## config.mk

```make
export PLATFORM = sky130hd
export DESIGN_NAME = sbrp_top
export DESIGN_NICKNAME = d
export VERILOG_FILES = /design/src/sbrp_pkg.sv /design/src/sbrp_bit_if.sv /design/src/sbrp_bit_eng.sv /design/src/sbrp_top.sv
export SDC_FILE = /design/constraint.sdc
export NUM_CORES = 1
export LEC_CHECK = 0
export BUFFER_PORTS_ARGS = -buffer_cell sky130_fd_sc_hd__clkbuf_2
export CAP_MARGIN = 10
export CORE_MARGIN = 2
export CORE_UTILIZATION = 30
export CTS_CLUSTER_SIZE = 30
export DETAILED_ROUTE_END_ITERATION = 10
export PLACE_DENSITY_LB_ADDON = 0.15
export RECOVER_POWER = 100
export SYNTH_ARGS = -nofsm -noshare
export SYNTH_HDL_FRONTEND = slang
export SYNTH_SLANG_ARGS = --single-unit
```

## constraint.sdc

```tcl
create_clock -name core_clk -period 2.5 [get_ports core_clk]
set_input_delay 0.25 -clock core_clk [delete_from_list [all_inputs] [get_ports core_clk]]
set_output_delay 0.25 -clock core_clk [all_outputs]
set_load 0.05 [all_outputs]
```

## src/sbrp_pkg.sv

```systemverilog
/*
 Constants for the serial bus byte request port: register offsets, field
 positions, reset values, sequencing codes and bus timing.
 Assumes a 125 MHz core clock and byte-wide configuration access.
*/
`default_nettype none
package sbrp_pkg;
    localparam logic [7:0] OFS_DATA   = 8'hB0;
    localparam logic [7:0] OFS_INDEX  = 8'hB1;
    localparam logic [7:0] OFS_TARGET = 8'hB2;
    localparam logic [7:0] OFS_CTRL   = 8'hB3;
    localparam logic [7:0] RST_BYTE   = 8'h00;

    localparam int CTL_PROT_BIT = 7;
    localparam int CTL_BUSY_BIT = 5;
    localparam int CTL_FAST_BIT = 2;
    localparam int CTL_ERR_BIT  = 1;
    localparam int DIR_BIT      = 0;

    localparam logic [3:0] BYTE_BITS = 4'h8;

    typedef enum logic [1:0] {
        SBRP_CMD_START = 2'h0,
        SBRP_CMD_STOP  = 2'h1,
        SBRP_CMD_WRITE = 2'h2,
        SBRP_CMD_READ  = 2'h3
    } sbrp_cmd_t;

    typedef enum logic [1:0] {
        SBRP_STEP_ADDR  = 2'h0,
        SBRP_STEP_INDEX = 2'h1,
        SBRP_STEP_DATA  = 2'h2,
        SBRP_STEP_RADDR = 2'h3
    } sbrp_step_t;

    localparam int CLK_NS      = 8;
    localparam int QTR_NS      = 2500;
    localparam int QTR_FAST_NS = 625;
    localparam int QTR_CYC      = (QTR_NS / CLK_NS) < 1 ? 1 : QTR_NS / CLK_NS;
    localparam int QTR_FAST_CYC = (QTR_FAST_NS / CLK_NS) < 1 ? 1 : QTR_FAST_NS / CLK_NS;
endpackage
`default_nettype wire

```

## src/sbrp_bit_if.sv

```systemverilog
/*
 Carrier between the byte sequencer and the bit engine.
 Assumes both ends run on the core clock.
*/
`timescale 1ns/1ns
`default_nettype none
interface sbrp_bit_if;
    sbrp_pkg::sbrp_cmd_t cmd;
    logic                cmd_valid;
    logic                wbit;
    logic                fast;
    logic                ready;
    logic                done;
    logic                rbit;
    logic                scl_oe;
    logic                sda_oe;

    modport eng (input cmd, input cmd_valid, input wbit, input fast,
                 output ready, output done, output rbit, output scl_oe, output sda_oe);
    modport seq (output cmd, output cmd_valid, output wbit, output fast,
                 input ready, input done, input rbit, input scl_oe, input sda_oe);
endinterface
`default_nettype wire

```

## src/sbrp_bit_eng.sv

```systemverilog
/*
 Bit engine: one start, stop, write bit or read bit per command, in four
 quarter periods of the serial clock, with target clock stretching.
 Assumes open-drain pins; pin inputs arrive unsynchronised.
*/
`timescale 1ns/1ns
`default_nettype none
module sbrp_bit_eng #(
    parameter int QTR_CYC      = sbrp_pkg::QTR_CYC,
    parameter int QTR_FAST_CYC = sbrp_pkg::QTR_FAST_CYC
) (
    input  wire logic core_clk,
    input  wire logic rst_n,
    input  wire logic scl_i,
    input  wire logic sda_i,
    sbrp_bit_if.eng   bus
);
    typedef enum logic [1:0] {
        SBRP_E_IDLE = 2'b01,
        SBRP_E_RUN  = 2'b10
    } sbrp_est_t;

    // Returns {scl released, sda released} for a quarter of a command
    function automatic logic [1:0] drive(input sbrp_pkg::sbrp_cmd_t c, input logic [1:0] q, input logic b);
        logic [1:0] r;
        r = 2'h3;
        case (c)
            sbrp_pkg::SBRP_CMD_START: r = (q == 2'h0) ? 2'h1 : (q == 2'h1) ? 2'h3 : (q == 2'h2) ? 2'h2 : 2'h0;
            sbrp_pkg::SBRP_CMD_STOP:  r = (q == 2'h0) ? 2'h0 : (q == 2'h1) ? 2'h2 : 2'h3;
            default:                  r = {(q == 2'h1) || (q == 2'h2), b};
        endcase
        return r;
    endfunction

    sbrp_est_t           st_ff, nxt_st;
    sbrp_pkg::sbrp_cmd_t cmd_ff, nxt_cmd;
    logic                wbit_ff, nxt_wbit;
    logic [1:0]          q_ff, nxt_q;
    logic [15:0]         cnt_ff, nxt_cnt;
    logic                scl_oe_ff, nxt_scl_oe;
    logic                sda_oe_ff, nxt_sda_oe;
    logic                rbit_ff, nxt_rbit;
    logic                done_ff, nxt_done;
    logic [1:0]          scl_sync_ff;
    logic [1:0]          sda_sync_ff;
    logic [1:0]          rel;
    logic [15:0]         qlen;

    assign qlen       = bus.fast ? 16'(QTR_FAST_CYC - 1) : 16'(QTR_CYC - 1);
    assign bus.ready  = (st_ff == SBRP_E_IDLE) && !done_ff;
    assign bus.done   = done_ff;
    assign bus.rbit   = rbit_ff;
    assign bus.scl_oe = scl_oe_ff;
    assign bus.sda_oe = sda_oe_ff;

    always_comb begin
        nxt_st     = st_ff;
        nxt_cmd    = cmd_ff;
        nxt_wbit   = wbit_ff;
        nxt_q      = q_ff;
        nxt_cnt    = cnt_ff;
        nxt_rbit   = rbit_ff;
        nxt_done   = 1'b0;
        nxt_scl_oe = scl_oe_ff;
        nxt_sda_oe = sda_oe_ff;
        rel        = drive(cmd_ff, q_ff, wbit_ff);
        case (st_ff)
            SBRP_E_IDLE: begin
                if (bus.cmd_valid && !done_ff) begin
                    nxt_st   = SBRP_E_RUN;
                    nxt_cmd  = bus.cmd;
                    nxt_wbit = (bus.cmd == sbrp_pkg::SBRP_CMD_READ) ? 1'b1 : bus.wbit;
                    nxt_q    = 2'h0;
                    nxt_cnt  = 16'h0000;
                end
            end
            SBRP_E_RUN: begin
                nxt_scl_oe = !rel[1];
                nxt_sda_oe = !rel[0];
                // Hold the quarter while a target stretches the clock low
                if (!(rel[1] && !scl_sync_ff[1])) begin
                    if (cnt_ff >= qlen) begin
                        nxt_cnt = 16'h0000;
                        if (q_ff == 2'h2) begin
                            nxt_rbit = sda_sync_ff[1];
                        end
                        if (q_ff == 2'h3) begin
                            nxt_st   = SBRP_E_IDLE;
                            nxt_done = 1'b1;
                        end else begin
                            nxt_q = q_ff + 2'h1;
                        end
                    end else begin
                        nxt_cnt = cnt_ff + 16'h0001;
                    end
                end
            end
            default: nxt_st = SBRP_E_IDLE;
        endcase
    end

    always_ff @(posedge core_clk or negedge rst_n) begin
        if (!rst_n) begin
            st_ff       <= SBRP_E_IDLE;
            cmd_ff      <= sbrp_pkg::SBRP_CMD_START;
            wbit_ff     <= 1'b1;
            q_ff        <= 2'h0;
            cnt_ff      <= 16'h0000;
            scl_oe_ff   <= 1'b0;
            sda_oe_ff   <= 1'b0;
            rbit_ff     <= 1'b1;
            done_ff     <= 1'b0;
            scl_sync_ff <= 2'h3;
            sda_sync_ff <= 2'h3;
        end else begin
            st_ff       <= nxt_st;
            cmd_ff      <= nxt_cmd;
            wbit_ff     <= nxt_wbit;
            q_ff        <= nxt_q;
            cnt_ff      <= nxt_cnt;
            scl_oe_ff   <= nxt_scl_oe;
            sda_oe_ff   <= nxt_sda_oe;
            rbit_ff     <= nxt_rbit;
            done_ff     <= nxt_done;
            scl_sync_ff <= {scl_sync_ff[0], scl_i};
            sda_sync_ff <= {sda_sync_ff[0], sda_i};
        end
    end
endmodule
`default_nettype wire

```

## src/sbrp_top.sv

```systemverilog
/*
 Serial bus byte request port: byte-wide configuration registers and a
 byte sequencer that runs one requested read or write on the two-wire bus.
 Assumes a byte configuration port on the core clock and open-drain pins.
*/
`timescale 1ns/1ns
`default_nettype none
module sbrp_top #(
    parameter int QTR_CYC      = sbrp_pkg::QTR_CYC,
    parameter int QTR_FAST_CYC = sbrp_pkg::QTR_FAST_CYC
) (
    input  wire logic       core_clk,
    input  wire logic       nrst,
    input  wire logic       cfg_wr_en,
    input  wire logic [7:0] cfg_addr,
    input  wire logic [7:0] cfg_wdata,
    output logic      [7:0] cfg_rdata,
    input  wire logic       scl_i,
    output logic            scl_o,
    output logic            scl_oe,
    input  wire logic       sda_i,
    output logic            sda_o,
    output logic            sda_oe
);
    typedef enum logic [4:0] {
        SBRP_S_IDLE  = 5'b00001,
        SBRP_S_START = 5'b00010,
        SBRP_S_SEND  = 5'b00100,
        SBRP_S_RECV  = 5'b01000,
        SBRP_S_STOP  = 5'b10000
    } sbrp_state_t;

    sbrp_bit_if bit_bus ();

    logic [1:0]           rst_sync_ff;
    logic                 rst_n;
    sbrp_state_t          st_ff, nxt_st;
    sbrp_pkg::sbrp_step_t step_ff, nxt_step;
    logic [7:0]           data_ff, nxt_data;
    logic [7:0]           index_ff, nxt_index;
    logic [7:0]           target_ff, nxt_target;
    logic                 prot_ff, nxt_prot;
    logic                 fast_ff, nxt_fast;
    logic                 err_ff, nxt_err;
    logic                 busy_ff, nxt_busy;
    logic [7:0]           shift_ff, nxt_shift;
    logic [3:0]           bit_ff, nxt_bit;
    logic                 pend_ff, nxt_pend;
    logic [7:0]           rdata_ff, nxt_rdata;
    logic                 wr_data, wr_index, wr_target, wr_ctrl;
    logic                 read_dir;

    sbrp_bit_eng #(
        .QTR_CYC      (QTR_CYC),
        .QTR_FAST_CYC (QTR_FAST_CYC)
    ) u_eng (
        .core_clk (core_clk),
        .rst_n    (rst_n),
        .scl_i    (scl_i),
        .sda_i    (sda_i),
        .bus      (bit_bus.eng)
    );

    // Open drain: the pins only ever pull low
    assign scl_o     = 1'b0;
    assign sda_o     = 1'b0;
    assign scl_oe    = bit_bus.scl_oe;
    assign sda_oe    = bit_bus.sda_oe;
    assign cfg_rdata = rdata_ff;
    assign rst_n     = rst_sync_ff[1];

    // Data, index and target are locked while a transfer runs so it sees stable values
    assign wr_data   = cfg_wr_en && (cfg_addr == sbrp_pkg::OFS_DATA) && !busy_ff;
    assign wr_index  = cfg_wr_en && (cfg_addr == sbrp_pkg::OFS_INDEX) && !busy_ff;
    assign wr_target = cfg_wr_en && (cfg_addr == sbrp_pkg::OFS_TARGET) && !busy_ff;
    assign wr_ctrl   = cfg_wr_en && (cfg_addr == sbrp_pkg::OFS_CTRL);
    assign read_dir  = target_ff[sbrp_pkg::DIR_BIT];

    // Sequencer issues one bit command at a time
    always_comb begin
        nxt_st     = st_ff;
        nxt_step   = step_ff;
        nxt_data   = wr_data ? cfg_wdata : data_ff;
        nxt_index  = wr_index ? cfg_wdata : index_ff;
        nxt_target = wr_target ? cfg_wdata : target_ff;
        nxt_prot   = wr_ctrl ? cfg_wdata[sbrp_pkg::CTL_PROT_BIT] : prot_ff;
        nxt_fast   = wr_ctrl ? cfg_wdata[sbrp_pkg::CTL_FAST_BIT] : fast_ff;
        nxt_err    = (wr_ctrl && cfg_wdata[sbrp_pkg::CTL_ERR_BIT]) ? 1'b0 : err_ff;
        nxt_busy   = busy_ff;
        nxt_shift  = shift_ff;
        nxt_bit    = bit_ff;
        nxt_pend   = pend_ff;
        bit_bus.cmd_valid = 1'b0;
        bit_bus.cmd       = sbrp_pkg::SBRP_CMD_START;
        bit_bus.wbit      = 1'b1;
        case (st_ff)
            SBRP_S_IDLE: begin
                if (wr_target) begin
                    nxt_busy = 1'b1;
                    nxt_step = sbrp_pkg::SBRP_STEP_ADDR;
                    nxt_st   = SBRP_S_START;
                end
            end
            SBRP_S_START: begin
                bit_bus.cmd = sbrp_pkg::SBRP_CMD_START;
                if (bit_bus.done) begin
                    nxt_pend = 1'b0;
                    nxt_bit  = 4'h0;
                    nxt_st   = SBRP_S_SEND;
                    // Short forms carry the real direction in the first address byte
                    if (step_ff == sbrp_pkg::SBRP_STEP_RADDR) begin
                        nxt_shift = {target_ff[7:1], 1'b1};
                    end else begin
                        nxt_shift = {target_ff[7:1], prot_ff & read_dir};
                    end
                end else if (!pend_ff && bit_bus.ready) begin
                    bit_bus.cmd_valid = 1'b1;
                    nxt_pend          = 1'b1;
                end
            end
            SBRP_S_SEND: begin
                bit_bus.cmd  = (bit_ff == sbrp_pkg::BYTE_BITS) ? sbrp_pkg::SBRP_CMD_READ
                                                               : sbrp_pkg::SBRP_CMD_WRITE;
                bit_bus.wbit = shift_ff[7];
                if (bit_bus.done) begin
                    nxt_pend = 1'b0;
                    if (bit_ff != sbrp_pkg::BYTE_BITS) begin
                        nxt_shift = {shift_ff[6:0], 1'b0};
                        nxt_bit   = bit_ff + 4'h1;
                    end else if (bit_bus.rbit) begin
                        nxt_err = 1'b1;
                        nxt_st  = SBRP_S_STOP;
                    end else begin
                        nxt_bit = 4'h0;
                        case (step_ff)
                            sbrp_pkg::SBRP_STEP_ADDR: begin
                                if (prot_ff && read_dir) begin
                                    nxt_st = SBRP_S_RECV;
                                end else if (prot_ff) begin
                                    nxt_step  = sbrp_pkg::SBRP_STEP_DATA;
                                    nxt_shift = data_ff;
                                end else begin
                                    nxt_step  = sbrp_pkg::SBRP_STEP_INDEX;
                                    nxt_shift = index_ff;
                                end
                            end
                            sbrp_pkg::SBRP_STEP_INDEX: begin
                                if (read_dir) begin
                                    nxt_step = sbrp_pkg::SBRP_STEP_RADDR;
                                    nxt_st   = SBRP_S_START;
                                end else begin
                                    nxt_step  = sbrp_pkg::SBRP_STEP_DATA;
                                    nxt_shift = data_ff;
                                end
                            end
                            sbrp_pkg::SBRP_STEP_RADDR: nxt_st = SBRP_S_RECV;
                            default:                   nxt_st = SBRP_S_STOP;
                        endcase
                    end
                end else if (!pend_ff && bit_bus.ready) begin
                    bit_bus.cmd_valid = 1'b1;
                    nxt_pend          = 1'b1;
                end
            end
            SBRP_S_RECV: begin
                // Ninth bit is the not-acknowledge that ends the read
                bit_bus.cmd  = (bit_ff == sbrp_pkg::BYTE_BITS) ? sbrp_pkg::SBRP_CMD_WRITE
                                                               : sbrp_pkg::SBRP_CMD_READ;
                bit_bus.wbit = 1'b1;
                if (bit_bus.done) begin
                    nxt_pend = 1'b0;
                    if (bit_ff != sbrp_pkg::BYTE_BITS) begin
                        nxt_shift = {shift_ff[6:0], bit_bus.rbit};
                        nxt_bit   = bit_ff + 4'h1;
                    end else begin
                        nxt_data = shift_ff;
                        nxt_st   = SBRP_S_STOP;
                    end
                end else if (!pend_ff && bit_bus.ready) begin
                    bit_bus.cmd_valid = 1'b1;
                    nxt_pend          = 1'b1;
                end
            end
            SBRP_S_STOP: begin
                bit_bus.cmd = sbrp_pkg::SBRP_CMD_STOP;
                if (bit_bus.done) begin
                    nxt_pend = 1'b0;
                    nxt_busy = 1'b0;
                    nxt_st   = SBRP_S_IDLE;
                end else if (!pend_ff && bit_bus.ready) begin
                    bit_bus.cmd_valid = 1'b1;
                    nxt_pend          = 1'b1;
                end
            end
            default: nxt_st = SBRP_S_IDLE;
        endcase
        bit_bus.fast = fast_ff;
    end

    // Read mux registered so the read port comes from a flop
    always_comb begin
        case (cfg_addr)
            sbrp_pkg::OFS_DATA:   nxt_rdata = data_ff;
            sbrp_pkg::OFS_INDEX:  nxt_rdata = index_ff;
            sbrp_pkg::OFS_TARGET: nxt_rdata = target_ff;
            sbrp_pkg::OFS_CTRL: begin
                nxt_rdata = sbrp_pkg::RST_BYTE;
                nxt_rdata[sbrp_pkg::CTL_PROT_BIT] = prot_ff;
                nxt_rdata[sbrp_pkg::CTL_BUSY_BIT] = busy_ff;
                nxt_rdata[sbrp_pkg::CTL_FAST_BIT] = fast_ff;
                nxt_rdata[sbrp_pkg::CTL_ERR_BIT]  = err_ff;
            end
            default: nxt_rdata = sbrp_pkg::RST_BYTE;
        endcase
    end

    always_ff @(posedge core_clk or negedge nrst) begin
        if (!nrst) begin
            rst_sync_ff <= 2'h0;
        end else begin
            rst_sync_ff <= {rst_sync_ff[0], 1'b1};
        end
    end

    // Only the global reset clears the request registers
    always_ff @(posedge core_clk or negedge rst_n) begin
        if (!rst_n) begin
            st_ff     <= SBRP_S_IDLE;
            step_ff   <= sbrp_pkg::SBRP_STEP_ADDR;
            data_ff   <= sbrp_pkg::RST_BYTE;
            index_ff  <= sbrp_pkg::RST_BYTE;
            target_ff <= sbrp_pkg::RST_BYTE;
            prot_ff   <= 1'b0;
            fast_ff   <= 1'b0;
            err_ff    <= 1'b0;
            busy_ff   <= 1'b0;
            shift_ff  <= sbrp_pkg::RST_BYTE;
            bit_ff    <= 4'h0;
            pend_ff   <= 1'b0;
            rdata_ff  <= sbrp_pkg::RST_BYTE;
        end else begin
            st_ff     <= nxt_st;
            step_ff   <= nxt_step;
            data_ff   <= nxt_data;
            index_ff  <= nxt_index;
            target_ff <= nxt_target;
            prot_ff   <= nxt_prot;
            fast_ff   <= nxt_fast;
            err_ff    <= nxt_err;
            busy_ff   <= nxt_busy;
            shift_ff  <= nxt_shift;
            bit_ff    <= nxt_bit;
            pend_ff   <= nxt_pend;
            rdata_ff  <= nxt_rdata;
        end
    end
endmodule
`default_nettype wire

```

==> results.sh <==
export IMPL_hpwlAfterDp_um=8642
export IMPL_critPathKind="register to register"
export IMPL_min_from="cfg_wdata[5]"
export IMPL_cpMaxStageDelayCell="or4b_1"
export IMPL_drcViolationCount=0
export IMPL_antenna_found_initial=0
export IMPL_grt_overflow=0
export IMPL_num_vias=3711
export IMPL_wl_um=11770
export IMPL_cp_top_family="simple AND/OR/NAND/NOR gates"
export IMPL_nets=557
export IMPL_required_ns=2.77
export IMPL_first_iter_violations=195
export IMPL_antennaDiodeCount=0
export IMPL_first_pass_iters=4
export IMPL_cpPeakStageDelay_ns=0.54
export IMPL_cts_tree="yes"
export IMPL_yosysWarnings=0
export IMPL_avgSynthCellArea_um2=10.48
export IMPL_clockBufferDepth=2
export IMPL_cts_root_buf="clkbuf_16"
export IMPL_status="complete, no violations"
export IMPL_grt_pass1_vias=3678
export IMPL_seq_area_frac_synth_pct=46.31
export IMPL_grt_start_max_net_pins=52
export IMPL_place_gp_congestion=0.7756
export IMPL_cts_setup_buffers=0
export IMPL_dieArea_um2=17130
export IMPL_crit_arrival_ns=2.61
export IMPL_pre_cts_slack_ns=0.006153
export IMPL_hold_viol_final=0
export IMPL_use_met2_pct=23.87
export IMPL_synth_edf_count=0
export IMPL_layout_common_cells="dfrtp_1 (79), nor2_1 (56), mux2_2 (31)"
export IMPL_p_total_mw=4.065
export IMPL_critPathMaxFanout=7
export IMPL_die_height_um=130.9
export IMPL_crit_path_cell_trace="inv_1 -> ha_1 -> nand3b_1 -> nor3_1 -> a211oi_1 -> or4b_1 -> mux2_2"
export IMPL_r2r_worst_path_cells=7
export IMPL_rsz0062_at_grt="no"
export IMPL_start_kind="register"
export IMPL_worstSkewPairLatency_ns=0.35
export IMPL_vias_per_cell=5.035
export IMPL_synth_async_sr_flop_share_pct=100.0
export IMPL_ys_flop_type="dfrtp_1"
export IMPL_area_delta_synth_final_pct=17.04
export IMPL_row_count=46
export IMPL_fmax_mhz=428.6
export IMPL_layout_drive_gt1_share_pct=21.50
export IMPL_grt_pass1_wl_um=19600
export IMPL_relSlewSlack_pct=24.40
export IMPL_hp_class="primary input to register"
export IMPL_grt_use_met1_pct=19.74
export IMPL_regToRegStartpoint="bit_bus.fast"
export IMPL_regToRegEndpoint="u_eng.bus.rbit"
export IMPL_ant_nets=0
export IMPL_wire_per_inst_um=15.97
export IMPL_min_period_over_period_pct=93.33
export IMPL_powerDensity_nw_per_um2=719.0
export IMPL_final_util_pct=35.72
export IMPL_peakVddDrop_mv=0.3777
export IMPL_layout_commonest_cell="dfrtp_1"
export IMPL_cap_violations=0
export IMPL_finClkSkew_ns=0.009495
export IMPL_critPathBufInv=1
export IMPL_ys_seq_elements=89
export IMPL_core_area_um2=15830
export IMPL_grt_use_total_pct=14.79
export IMPL_tightestPinTransition_ns=1.134
export IMPL_r2r_slack_ns=0.17
export IMPL_dieWidth_um=130.9
export IMPL_clock_sinks=89
export IMPL_numCtsBuffers=9
export IMPL_htreeDepth=3
export IMPL_hold_ws_ns=0.1680
export IMPL_fin_crit_ns=2.333
export IMPL_netlist_area_um2=4831
export IMPL_end_kind="register"
export IMPL_portBuffers=30
export IMPL_tns_ns=0
export IMPL_ys_types=62
export IMPL_drv_slew=0
export IMPL_clk_pin_slew_ns=0.07
export IMPL_power_leakage_nw=2.548
export IMPL_hold_depth=2
export IMPL_syn_inst=461
export IMPL_hold_end="index_ff[5]"
export IMPL_finalSetupViolCount=0
export IMPL_met3_usage_pct=3.135
export IMPL_start_util_pct=30.52
export IMPL_ios=33
export IMPL_grt_busiest_layer="met2"
export IMPL_setup_ws_ns=0.1668
-- sequential cells by signal, indices dropped and copies added, names as in the netlist, 2 cells and up --
signal             cells
u_eng.q_ff             2
index_ff               8
st_ff                  5
u_eng.scl_sync_ff      2
u_eng.st_ff            2
bit_ff                 4
rst_sync_ff            2
data_ff                8
u_eng.cnt_ff          16
step_ff                2
target_ff              8
u_eng.cmd_ff           2
cfg_rdata              8
u_eng.sda_sync_ff      2
shift_ff               8
-- cell type report --
type                    count  area, um^2
clock buffers               9       225.2
clock inverters             6       68.82
fillers                  1592       10170
inverters                  25       93.84
multi-input cells         332        2420
flip-flops and latches     89        2240
well taps                 216       270.3
repair buffers             60       336.6
-- routing by layer --
metal | vias to the layer above | routed length, um
li1 | 1801 | -
met1 | 1835 | 5601
met2 | 59 | 5618
met3 | 16 | 325
met4 | 0 | 226
met5 | - | 0
-- synth_stat cells (4+ instances only) --
library cell | number | area, um^2
clkbuf_1 | 7 | 26.28
a221o_1 | 5 | 50.05
mux2_2 | 31 | 349.1
dfrtp_1 | 81 | 2027
ha_1 | 19 | 237.7
nand3_1 | 10 | 50.05
o211ai_1 | 6 | 45.04
a211o_1 | 4 | 35.03
nand2b_1 | 4 | 25.02
nand4_1 | 5 | 31.28
o21ai_0 | 14 | 70.07
a222oi_1 | 7 | 70.07
mux2i_1 | 20 | 200.2
a31oi_1 | 7 | 43.79
a21oi_1 | 21 | 105.1
inv_1 | 25 | 93.84
nand2_1 | 27 | 101.4
nor2_1 | 56 | 210.2
nor2b_1 | 4 | 25.02
dfstp_2 | 8 | 210.2
mux4_2 | 4 | 90.09
nor3_1 | 11 | 55.05
and3_1 | 15 | 93.84
a22o_1 | 4 | 35.03
nor4_1 | 4 | 25.02
-- worst max path at each step --
stage,from,end,slack [ns],cells after the start
2_1_floorplan,u_eng.st_ff[0],u_eng.q_ff[0],0.15,6
3_3_place_gp,u_eng.st_ff[0],u_eng.q_ff[0],0.11,6
3_5_place_dp,u_eng.st_ff[0],u_eng.q_ff[1],0.006,6
4_1_cts,u_eng.st_ff[0],u_eng.q_ff[0],0.005,6
5_1_grt,u_eng.st_ff[0],u_eng.q_ff[1],0.03,6
6_report,bit_bus.fast,u_eng.bus.rbit,0.17,7
-- stage by stage --
| step | std cells | instance area [um^2] |
|---|---|---|
| 3_5_place_dp | 719 | 5375 |
| 5_1_grt | 737 | 5654 |
| 2_1_floorplan | 462 | 4836 |
| 3_3_place_gp | 719 | 5375 |
| 6_report | 737 | 5654 |
| 4_1_cts | 737 | 5699 |
-- kinds of logic after synthesis --
| kind of cell | Yosys count | synth area share (%) |
|---|---|---|
| flip-flops | 89 | 46.31 |
| AND/OR/NAND/NOR | 154 | 16.14 |
| XOR/XNOR | 3 | 0.5440 |
| adder cells (fa/ha/maj) | 19 | 4.921 |
| buffers and inverters | 41 | 3.730 |
| multiplexers | 56 | 13.47 |
| AO/OA/AOI/OAI | 97 | 14.74 |
| other | 2 | 0.1555 |
-- power breakdown --
part / leakage (nW) / total, mW / internal (mW) / switching (mW)
sequential: 1.11 / 1.71 / 1.56 / 0.145
clock: 0.142 / 1.36 / 0.774 / 0.586
combinational: 1.30 / 0.999 / 0.416 / 0.583
-- repair_timing --
action	in CTS	in global routing
hold buffers	3	0
resized for setup	0	3
endpoints found under the hold margin	4	0
endpoints found under the setup margin	0	3
(Power assumes the default switching activity.)
